--- src/hdl/irq_vec_defines.svh ---
// Constants of the priority interrupt vectoring unit
`ifndef IRQ_VEC_DEFINES_SVH
`define IRQ_VEC_DEFINES_SVH
`define NUM_SRC 8
`define MC_CLOCKS 12
`define MC_CNT_W 4
`define MC_LAST 4'hB
`define ADDR_IRQ_ENABLE 12'h000
`define ADDR_PRIO_LOW 12'h004
`define ADDR_PRIO_HIGH 12'h008
`define ADDR_XCTRL 12'h00C
`define ADDR_EXT_MODE 12'h010
`define ADDR_STATUS 12'h014
`define ADDR_VECTOR 12'h018
`define ADDR_SRC_FLAGS 12'h01C
`define GLOBAL_EN_BIT 7
`define SRC_EXT_A 0
`define SRC_TMR0 1
`define SRC_EXT_B 2
`define SRC_TMR1 3
`define SRC_SERIAL 4
`define SRC_TMR2 5
`define XCTRL_PRIO_A_BIT 3
`define XCTRL_PRIO_B_BIT 7
`endif

--- src/hdl/irq_vec_pkg.sv ---
// Types of the priority interrupt vectoring unit
package irq_vec_pkg;
    typedef logic [1:0] level_type;
    typedef logic [15:0] vector_type;
    typedef logic [3:0] idx_type;
endpackage

--- src/hdl/priority_interrupt_vectoring_unit.sv ---
// Interrupt arbitration, vectoring and in-service tracking with an APB register port
`timescale 1ns/1ps
`include "irq_vec_defines.svh"
module priority_interrupt_vectoring_unit #(
    parameter logic [15:0] VEC0 = 16'h0003,
    parameter logic [15:0] VEC1 = 16'h000B,
    parameter logic [15:0] VEC2 = 16'h0013,
    parameter logic [15:0] VEC3 = 16'h001B,
    parameter logic [15:0] VEC4 = 16'h0023,
    parameter logic [15:0] VEC5 = 16'h002B,
    parameter logic [15:0] VEC6 = 16'h0033,
    parameter logic [15:0] VEC7 = 16'h003B
) (
    input wire logic pclk,
    input wire logic presetn,
    input wire logic psel,
    input wire logic penable,
    input wire logic pwrite,
    input wire logic [11:0] paddr,
    input wire logic [31:0] pwdata,
    output logic [31:0] prdata,
    output logic pready,
    output logic pslverr,
    input wire logic ext_request_pin_a,
    input wire logic ext_request_pin_b,
    input wire logic timer_zero_overflow_flag,
    input wire logic timer_one_overflow_flag,
    input wire logic [3:0] other_req,
    input wire logic last_cycle,
    input wire logic ctrl_write,
    input wire logic reti_exec,
    input wire logic ret_exec,
    output logic vector_call,
    output irq_vec_pkg::vector_type vector_addr,
    output logic [7:0] clear_src,
    output logic [3:0] in_service
);
    import irq_vec_pkg::*;

    logic [3:0] mc_cnt_ff;
    logic mc_tick_ff;
    logic [1:0] pin_a_sync_ff, pin_b_sync_ff;
    logic pin_a_prev_ff, pin_b_prev_ff;
    logic edge_flag_a_ff, edge_flag_b_ff;
    logic [7:0] irq_enable_reg, priority_low_reg, priority_high_reg, extended_irq_control_reg;
    logic [1:0] ext_mode_ff;
    logic [3:0] in_service_ff;
    logic vector_call_ff;
    vector_type vector_addr_ff;
    logic [7:0] clear_src_ff;
    logic [31:0] prdata_ff;
    logic pready_ff;
    logic pslverr_ff;
    logic [7:0] ext_request_flag;
    logic [7:0] pend;
    logic [7:0] prio_low_all, prio_high_all;
    logic found;
    idx_type win_idx;
    level_type win_level;

    wire mc_end = (mc_cnt_ff == `MC_LAST);
    wire apb_setup = psel && !penable;
    wire apb_wr = psel && penable && pwrite && pready_ff;
    wire fall_a = pin_a_prev_ff && !pin_a_sync_ff[1];
    wire fall_b = pin_b_prev_ff && !pin_b_sync_ff[1];

    // Machine-cycle divider: one tick per twelve clocks
    always_ff @(posedge pclk or negedge presetn) begin
        if (!presetn) begin
            mc_cnt_ff <= 4'h0;
            mc_tick_ff <= 1'b0;
        end else begin
            mc_cnt_ff <= mc_end ? 4'h0 : mc_cnt_ff + 4'h1;
            mc_tick_ff <= mc_end;
        end
    end

    // Pins pass two flip-flops before use
    always_ff @(posedge pclk or negedge presetn) begin
        if (!presetn) begin
            pin_a_sync_ff <= 2'h3;
            pin_b_sync_ff <= 2'h3;
        end else begin
            pin_a_sync_ff <= {pin_a_sync_ff[0], ext_request_pin_a};
            pin_b_sync_ff <= {pin_b_sync_ff[0], ext_request_pin_b};
        end
    end

    // Pins are sampled once per machine cycle; falling edge sets the edge flag
    always_ff @(posedge pclk or negedge presetn) begin
        if (!presetn) begin
            pin_a_prev_ff <= 1'b1;
            pin_b_prev_ff <= 1'b1;
            edge_flag_a_ff <= 1'b0;
            edge_flag_b_ff <= 1'b0;
        end else begin
            if (mc_tick_ff) begin
                pin_a_prev_ff <= pin_a_sync_ff[1];
                pin_b_prev_ff <= pin_b_sync_ff[1];
            end
            // edge flag cleared on vectoring, new edge wins
            edge_flag_a_ff <= (mc_tick_ff && fall_a)
                || (edge_flag_a_ff && !clear_src_ff[`SRC_EXT_A]);
            edge_flag_b_ff <= (mc_tick_ff && fall_b)
                || (edge_flag_b_ff && !clear_src_ff[`SRC_EXT_B]);
        end
    end

    // level flag simply follows the inverted pin
    assign ext_request_flag[`SRC_EXT_A] = ext_mode_ff[0] ? edge_flag_a_ff : !pin_a_sync_ff[1];
    assign ext_request_flag[`SRC_EXT_B] = ext_mode_ff[1] ? edge_flag_b_ff : !pin_b_sync_ff[1];
    assign ext_request_flag[`SRC_TMR0] = timer_zero_overflow_flag;
    assign ext_request_flag[`SRC_TMR1] = timer_one_overflow_flag;
    assign ext_request_flag[7:4] = other_req;

    assign pend = ext_request_flag & irq_enable_reg & {8{irq_enable_reg[`GLOBAL_EN_BIT]}}
        & 8'h7F;

    // level formed from high and low priority bits
    assign prio_low_all = {priority_low_reg[7:6],
        priority_low_reg[5] | extended_irq_control_reg[`XCTRL_PRIO_B_BIT],
        priority_low_reg[4] | extended_irq_control_reg[`XCTRL_PRIO_A_BIT], priority_low_reg[3:0]};
    assign prio_high_all = priority_high_reg;

    // resolve winner from this cycle's flags
    level_resolver u_resolver (
        .pend(pend),
        .prio_low(prio_low_all),
        .prio_high(prio_high_all),
        .found(found),
        .win_idx(win_idx),
        .win_level(win_level)
    );

    function automatic logic blocked_by(input logic [3:0] svc, input level_type lvl);
        blocked_by = |(svc >> lvl);
    endfunction

    function automatic vector_type vec_of(input idx_type i);
        case (i)
            4'h0: vec_of = VEC0;
            4'h1: vec_of = VEC1;
            4'h2: vec_of = VEC2;
            4'h3: vec_of = VEC3;
            4'h4: vec_of = VEC4;
            4'h5: vec_of = VEC5;
            4'h6: vec_of = VEC6;
            default: vec_of = VEC7;
        endcase
    endfunction

    // equal or higher level in service blocks the call
    // only on the last machine cycle of the instruction
    // and control write or return defers the call
    wire take = mc_tick_ff && found && last_cycle && !ctrl_write && !reti_exec
        && !blocked_by(in_service_ff, win_level);

    // Highest in-service bit ends on interrupt return
    wire [3:0] top_svc = in_service_ff[3] ? 4'h8 : in_service_ff[2] ? 4'h4 :
        in_service_ff[1] ? 4'h2 : in_service_ff[0] ? 4'h1 : 4'h0;
    wire [7:0] clr_mask = 8'h0F;

    // decision uses only flags sampled this cycle
    always_ff @(posedge pclk or negedge presetn) begin
        if (!presetn) begin
            vector_call_ff <= 1'b0;
            vector_addr_ff <= 16'h0000;
            clear_src_ff <= 8'h00;
            in_service_ff <= 4'h0;
        end else begin
            vector_call_ff <= take;
            // core pushes counter and loads this vector
            if (take)
                vector_addr_ff <= vec_of(win_idx);
            // timer 0, timer 1 and edge flags cleared; others kept
            clear_src_ff <= take ? ((8'h01 << win_idx) & clr_mask
                & ~{5'h00, !ext_mode_ff[1], 2'h0} & ~{7'h00, !ext_mode_ff[0]}) : 8'h00;
            // return ends level; plain return does not
            if (take)
                in_service_ff <= in_service_ff | (4'h1 << win_level);
            else if (mc_tick_ff && reti_exec && !ret_exec)
                in_service_ff <= in_service_ff & ~top_svc;
        end
    end

    // APB register access, no wait states
    always_ff @(posedge pclk or negedge presetn) begin
        if (!presetn) begin
            irq_enable_reg <= 8'h00;
            priority_low_reg <= 8'h00;
            priority_high_reg <= 8'h00;
            extended_irq_control_reg <= 8'h00;
            ext_mode_ff <= 2'h0;
            pready_ff <= 1'b0;
            pslverr_ff <= 1'b0;
            prdata_ff <= 32'h0000_0000;
        end else begin
            pready_ff <= apb_setup;
            pslverr_ff <= apb_setup && paddr > `ADDR_SRC_FLAGS;
            if (apb_setup) begin
                if (paddr == `ADDR_IRQ_ENABLE) prdata_ff <= {24'h0, irq_enable_reg};
                else if (paddr == `ADDR_PRIO_LOW) prdata_ff <= {24'h0, priority_low_reg};
                else if (paddr == `ADDR_PRIO_HIGH) prdata_ff <= {24'h0, priority_high_reg};
                else if (paddr == `ADDR_XCTRL) prdata_ff <= {24'h0, extended_irq_control_reg};
                else if (paddr == `ADDR_EXT_MODE) prdata_ff <= {30'h0, ext_mode_ff};
                else if (paddr == `ADDR_STATUS) prdata_ff <= {28'h0, in_service_ff};
                else if (paddr == `ADDR_VECTOR) prdata_ff <= {16'h0, vector_addr_ff};
                else if (paddr == `ADDR_SRC_FLAGS) prdata_ff <= {24'h0, ext_request_flag};
                else prdata_ff <= 32'h0000_0000;
            end
            if (apb_wr) begin
                if (paddr == `ADDR_IRQ_ENABLE) irq_enable_reg <= pwdata[7:0];
                else if (paddr == `ADDR_PRIO_LOW) priority_low_reg <= pwdata[7:0];
                else if (paddr == `ADDR_PRIO_HIGH) priority_high_reg <= pwdata[7:0];
                else if (paddr == `ADDR_XCTRL) extended_irq_control_reg <= pwdata[7:0];
                else if (paddr == `ADDR_EXT_MODE) ext_mode_ff <= pwdata[1:0];
            end
        end
    end

    assign prdata = prdata_ff;
    assign pready = pready_ff;
    assign pslverr = pslverr_ff;
    assign vector_call = vector_call_ff;
    assign vector_addr = vector_addr_ff;
    assign clear_src = clear_src_ff;
    assign in_service = in_service_ff;
endmodule

--- src/hdl/level_resolver.sv ---
// Combinational priority resolver over all pending sources
`timescale 1ns/1ps
module level_resolver (
    input wire logic [7:0] pend,
    input wire logic [7:0] prio_low,
    input wire logic [7:0] prio_high,
    output logic found,
    output irq_vec_pkg::idx_type win_idx,
    output irq_vec_pkg::level_type win_level
);
    import irq_vec_pkg::*;

    // Highest level wins; among equals the lower index wins
    always_comb begin
        found = 1'b0;
        win_idx = 4'h0;
        win_level = 2'h0;
        for (int i = 7; i >= 0; i--) begin
            if (pend[i] && (!found || {prio_high[i], prio_low[i]} >= win_level)) begin
                found = 1'b1;
                win_idx = idx_type'(i);
                win_level = {prio_high[i], prio_low[i]};
            end
        end
    end
endmodule

--- config.mk ---
export PLATFORM = sky130hd
export DESIGN_NAME = priority_interrupt_vectoring_unit
export DESIGN_NICKNAME = d
export VERILOG_FILES = /design/src/hdl/irq_vec_pkg.sv /design/src/hdl/priority_interrupt_vectoring_unit.sv /design/src/hdl/level_resolver.sv
export VERILOG_INCLUDE_DIRS = /design/src /design/src/hdl
export SDC_FILE = /design/constraint.sdc
export NUM_CORES = 1
export LEC_CHECK = 0
export BUFFER_PORTS_ARGS = -buffer_cell sky130_fd_sc_hd__buf_2
export CAP_MARGIN = 40
export CORE_UTILIZATION = 53
export CTS_CLUSTER_DIAMETER = 100
export DETAILED_ROUTE_END_ITERATION = 6
export GPL_TIMING_DRIVEN = 0
export PLACE_DENSITY = 0.91
export SLEW_MARGIN = 20
export SYNTH_ARGS = -nofsm -noshare
export SYNTH_HDL_FRONTEND = slang
export SYNTH_HIERARCHICAL = 1
export SYNTH_SLANG_ARGS = --single-unit
export TNS_END_PERCENT = 100
--- constraint.sdc ---
create_clock -name pclk -period 11 [get_ports pclk]
set_input_delay 1.1 -clock pclk [delete_from_list [all_inputs] [get_ports pclk]]
set_output_delay 1.1 -clock pclk [all_outputs]
set_load 0.03 [all_outputs]
; Yosys cells after proc, flatten, opt, wreduce, memory -nomap -nowiden
; Index checks and enable logic that the tools add are counted.
[totals]
reg_bits = 110
[classes]
n_eq_ne = 14
bitwise_logic = 15
shifts = 3
n_reduce_logical = 58
n_mux = 40
add_sub_neg = 1
order_cmp = 7
[ops]
columns = op, count
row1 = two-way mux 16 bit, 5
row2 = two-way mux 32 bit, 2
row3 = == test 12 x 5 -> 1 bit (second input constant), 4
row4 = one-hot mux 6 bit (7 select lines), 1
row5 = == test 12 x 4 -> 1 bit (second input constant), 2
row6 = logical AND 1 bit, 24
row7 = two-way mux 3 bit, 8
row8 = logical NOT 1 bit, 17
row9 = two-way mux 2 bit, 8
row10 = two-way mux 4 bit, 4
row11 = two-way mux 8 bit, 2
row12 = AND 7 bit, 2
row13 = == test 12 x 3 -> 1 bit (second input constant), 1
row14 = == test 4 x 3 -> 1 bit (second input constant), 3
row15 = greater-or-equal comparator 2 bit, 6
row16 = > comparator 12 x 5 -> 1 bit (second input constant), 1
row17 = logical NOT 12 bit, 1
row18 = two-way mux 1 bit, 10
row19 = AND 4 x 8 -> 8 bit, 1
row20 = AND 8 bit, 1
row21 = == test 4 x 2 -> 1 bit (second input constant), 2
row22 = logical OR 1 bit, 8
row23 = inverter 1 -> 8 bit, 1
row24 = inverter 3 -> 8 bit, 1
row25 = 19 further kinds, 23

; Logic depth before layout (Yosys ltp)
[depth]
depth_word = 35
mapped_depth = 48
depth_no_buf = 48

; By module
; The synthesis kept the hierarchy.
[modules_own_cells]
columns = module, area_per_inst_um2, cells_per_inst, n_inst, seq_area_each_um2
row1 = priority_interrupt_vectoring_unit, 3656.0, 340, 1, 1759.2
row2 = level_resolver, 742.0, 97, 1, 0.0

; Worst setup path after synthesis
; OpenSTA, ideal clock, no wires.
[synth_timing]
path_kind = input to register
from = input other_req[2]
to = register clear_src_ff[2], in the netlist clear_src[2]
t_arrival_ns = 10.080
path_buffers = 0
setup_slack_ns = 0.852
stages = 47
path_cell_list = and3_1 and2_1 a22o_2 mux2_4 ha_1 nand2b_1 a211o_1 nand2_1 nand2b_4 and2_4 ha_1 inv_1 a21boi_0 o31a_1 a221o_2 a21boi_0 ha_1 or3b_1 (+11 left out) ha_1 nand2b_1 a21oi_1 a21boi_1 mux2_2 o21ai_0 ha_1 nand2b_1 a21oi_1 o21ai_0 and2_0 or2_1 o221ai_1 inv_1 a21oi_1 o221ai_1 nor3_1 and4b_1
[synth_rtl]
columns = element, line
row1 = start: declaration, priority_interrupt_vectoring_unit.sv:28  ; input wire logic [3:0] other_req,
row2 = AND 7 bit * (2 in a row), priority_interrupt_vectoring_unit.sv:116  ; assign pend = ext_request_flag & irq_enable_reg & {8{irq_enable_reg[`GLOBAL_EN_BIT]}}
row3 = two-way mux 2 bit / two-way mux 1 bit (equally long branches), level_resolver.sv:19  ; if (pend[i] && (!found || {prio_high[i], prio_low[i]} >= win_level)) begin
row4 = greater-or-equal comparator 2 bit / logical NOT 1 bit (equally long branches), level_resolver.sv:19
row5 = logical OR 1 bit, level_resolver.sv:19
row6 = logical AND 1 bit, level_resolver.sv:19
row7 = two-way mux 2 bit / two-way mux 1 bit (equally long branches), level_resolver.sv:19
row8 = greater-or-equal comparator 2 bit / logical NOT 1 bit (equally long branches), level_resolver.sv:19
row9 = logical OR 1 bit, level_resolver.sv:19
row10 = (+16 left out), --
row11 = logical AND 1 bit, level_resolver.sv:19
row12 = two-way mux 2 bit *, level_resolver.sv:19
row13 = net win_level[1], priority_interrupt_vectoring_unit.sv:59  ; level_type win_level;
row14 = >> shifter 4 x 2 -> 4 bit *, priority_interrupt_vectoring_unit.sv:136  ; blocked_by = |(svc >> lvl);
row15 = OR reduction 4 bit *, priority_interrupt_vectoring_unit.sv:136
row16 = logical NOT 1 bit *, priority_interrupt_vectoring_unit.sv:156  ; && !blocked_by(in_service_ff, win_level);
row17 = logical AND 1 bit *, priority_interrupt_vectoring_unit.sv:156
row18 = two-way mux 8 bit *, priority_interrupt_vectoring_unit.sv:176  ; clear_src_ff <= take ? ((8'h01 << win_idx) & clr_mask
row19 = end signal: assignment, priority_interrupt_vectoring_unit.sv:176
row20 = end: declaration, priority_interrupt_vectoring_unit.sv:50  ; logic [7:0] clear_src_ff;
; Mark *: on every way through the listed nets, which the timed path passes. The rest lies on a longest branch.
; A chain may end at the register's enable or synchronous reset.

; Worst setup path in the final report
[layout_timing]
from = input other_req[2]
to = register clear_src_ff[0], in the netlist clear_src[0]
[layout_rtl]
columns = element, line
row1 = AND 7 bit * (2 in a row), priority_interrupt_vectoring_unit.sv:116
row2 = net pend[6], priority_interrupt_vectoring_unit.sv:55  ; logic [7:0] pend;
row3 = two-way mux 2 bit / two-way mux 1 bit (equally long branches), level_resolver.sv:19
row4 = greater-or-equal comparator 2 bit / logical NOT 1 bit (equally long branches), level_resolver.sv:19
row5 = logical OR 1 bit, level_resolver.sv:19
row6 = logical AND 1 bit, level_resolver.sv:19
row7 = two-way mux 2 bit / two-way mux 1 bit (equally long branches), level_resolver.sv:19
row8 = greater-or-equal comparator 2 bit / logical NOT 1 bit (equally long branches), level_resolver.sv:19
row9 = (+17 left out), --
row10 = logical AND 1 bit, level_resolver.sv:19
row11 = two-way mux 2 bit *, level_resolver.sv:19
row12 = net win_level[1], priority_interrupt_vectoring_unit.sv:59
row13 = >> shifter 4 x 2 -> 4 bit *, priority_interrupt_vectoring_unit.sv:136
row14 = OR reduction 4 bit *, priority_interrupt_vectoring_unit.sv:136
row15 = logical NOT 1 bit *, priority_interrupt_vectoring_unit.sv:156
row16 = logical AND 1 bit *, priority_interrupt_vectoring_unit.sv:156
row17 = two-way mux 8 bit *, priority_interrupt_vectoring_unit.sv:176
; Marks and branches as above.

==> summary.md <==
| Metric | Value |
|---|---|
| Status | `finished, final reports clean` |
| Nets@finish | `634` |
| Synthesized-area fraction occupied by adder cells | `4.27%` |
| Largest net degree at the start of global routing | `50` |
| Die Span Y | `93.1 um` |
| Aggregate global routing overflow | `0` |
| Leading cell type in the layout, fill and taps excluded | `dfrtp_1` |
| Cell mode on critical path | `ha_1` |
| Top cell type's share of synthesized area | `36.4%` |
| Flop2flop setup slack | `0.77 ns` |
| Synth Area in Compound Gates | `16.1%` |
| Multiplexer area fraction after synthesis | `11.0%` |
| Largest family of logic cells by synthesized area | `simple AND/OR/NAND/NOR gates` |
| Clock-pin transition on the worst setup and hold timing paths | `0.08 ns` |
| Cell variety after synth | `75` |
| Layout cells sized above 1 | `36.1%` |
| Hpwl dp | `8590 um` |
| Fillers | `604` |
| Initial antenna violation count | `0` |
| Slowest stage delay, CP | `0.41 ns` |
| Number of global-route vias before repair | `3,604` |
| Kind of critical path | `input pin to flop` |
| Via count | `3,783` |
| Drt first pass iters | `5` |
| Row count | `32` |
| Max Cap Viol | `0` |
| Crit. End Element | `flop` |
| Critical Path RT | `11.29 ns` |
| Biggest area consumer among synthesized cells | `dfrtp_1` |
| Final WL | `11,400 um` |
| PD cells | `102 mW/mm^2` |
| Drt wl/cell | `17.2 um` |
| Worst rel slew slack | `47.4%` |
| Root Driver | `clkbuf_8` |
| Largest cells by area after synthesis | `dfrtp_1 36%, mux2_2 10%, buf_4 7.0%, ha_1 4.3%, dfstp_2 3.6%` |
| TritonCTS Buffers | `9` |
| Yosys warns | `6` |
| Crit path time final | `10.51 ns` |
| Routability congestion estimate | `0.944` |
| Slew of the pin with the lowest slew margin | `0.785 ns` |
| Post-Synthesis Cells | `437` |
| Fmax achieved | `0.0951 GHz` |
| Worst hold slack | `0.354 ns` |
| CTS sink cnt | `70` |
| Xor-xnor portion of the synthesized cell area | `0.199%` |
| Most used DFF post-synth | `dfrtp_1` |
| Antenna diode count | `0` |
| Hold Path Class | `flop to flop` |
| Final Skew | `0.0124 ns` |
| H-tree lvl count | `3` |
| Die area | `0.00867 sq mm` |
| Critical-path top delay cell | `or3b_1` |
| Setup TNS | `0 ns` |
| DRC violations left | `0` |
| CTS tree | `yes` |
| Core area | `0.00789 sq mm` |
| Simple-gate share of the synthesized area | `18.7%` |
| Via density | `5.69` |
| Most frequent cells in the layout | `64 x dfrtp_1, 59 x buf_2, 47 x conb_1` |
| First-pass GRT wire length | `17,600 um` |
| Max Buffers Root-to-Sink | `2` |
| Crit path DAT | `10.81 ns` |
| Final Cycle Share | `95.6%` |
| Detail Route Antenna Nets | `0` |
| I/O pin count | `124` |
| Setup violators final | `0` |
| GR Util All Layers | `26.7%` |
| Fin. max-slew vios | `0` |
| Port Buffers | `59` |
| Clk_lat worst skew | `0.36 ns` |
| Worst path bufs/invs | `4` |
| CP max FO | `10` |
| Starting density of the core | `55.8%` |
| EDFF count, synth | `0` |
| IR drop worst, VDD | `0.0941 mV` |
| Hold Vio Cnt, Final | `0` |
| Synthesized area per cell | `10.1 sq um` |
| Leak pwr | `2.58 nW` |
| Asr flop ratio synth | `100%` |
| Synth Register Bits | `70` |
| Initial drt markers | `293` |
| CP top delay family | `compound AO/OA/AOI/OAI gates` |
| Critical path launch point type | `input pin` |
| Mapped Area | `0.00440 sq mm` |
| Die X | `93.1 um` |
| Sequential share of the synthesized area | `40.0%` |
| Synth-to-Final Area Change | `20.7%` |
## kinds of logic (layout without fill, tap and decap cells)
logic type	Yosys count	after routing
AOI/OAI and AO/OA	98	98
xor gates and xnor gates	1	1
adders and majority gates	15	15
buffers and inverters	70	151
DFF	70	70
muxes	43	43
other	2	47
and+or+nand+nor	138	138
## what timing repair did
| action | 4_1_cts | 5_1_grt |
|---|---|---|
| hold buffers | 0 | 0 |
| pin swaps | 0 | 3 |
| buffers inserted | 0 | 4 |
| endpoints found under the setup margin | 5 | 11 |
| gates resized for setup | 2 | 11 |
## routing by layer
metal	share of wire (%)	GRT usage, %
met5	0	0
met3	6.7	4.15
met1	43	35.3
met4	2.9	11.7
met2	47	43.6
## path summary, 6_finish.rpt
| kind | start | end | cells after the start |
|---|---|---|---|
| max reg2reg | irq_enable_reg[7] | clear_src[0] | 46 |
| max in group asynchronous | presetn | pin_a_sync_ff[0] | 2 |
| min in group asynchronous | presetn | prio_high_all[7] | 1 |
| max | other_req[2] | clear_src[0] | 47 |
| min | pin_a_sync_ff[0] | pin_a_sync_ff[1] | 0 |
| min reg2reg | pin_a_sync_ff[0] | pin_a_sync_ff[1] | 0 |
## cell usage after synthesis (5+ instances only)
library cell and number:
nand3_1 6, and2_1 7, o21ai_0 18, buf_4 41, nand2b_1 20, dfrtp_1 64, inv_1 20, nand2_1 29
a31oi_1 8, clkbuf_1 9, dfstp_2 6, a21oi_1 14, and3_1 6, nor2_1 23, ha_1 15, o21a_1 5
mux2_2 39
## through the flow
stage | worst slack, ns | instances | area (sq um) | total power [mW] | utilization [%]
2_1_floorplan | 0.852 | 482 | 4570 | 0.325 | -
3_3_place_gp | -0.140 | 643 | 4990 | 0.349 | 63.3
3_5_place_dp | -0.538 | 645 | 5020 | 0.351 | 63.7
4_1_cts | 0.0336 | 661 | 5210 | 0.541 | 66.1
5_1_grt | -0.0341 | 665 | 5310 | 0.561 | 67.3
6_report | 0.485 | 665 | 5310 | 0.541 | 67.3
## where the power goes
part | total, mW | internal (mW) | switching (mW)
logic | 0.0809 | 0.0270 | 0.0538
clock network | 0.192 | 0.0840 | 0.108
registers | 0.267 | 0.263 | 0.00407
## layout make-up
class                   count  area [sq um]  area share [%]
clock inverters             7          55.1            1.04
clock buffers               9           124            2.33
inverters                  20          75.1            1.41
plain buffers              50           342            6.44
well taps                 102           128            2.40
multi-input cells         342          2460            46.4
flip-flops and latches     70          1760            33.1
repair buffers             65           360            6.79
Power figures use the tool's default switching activity.
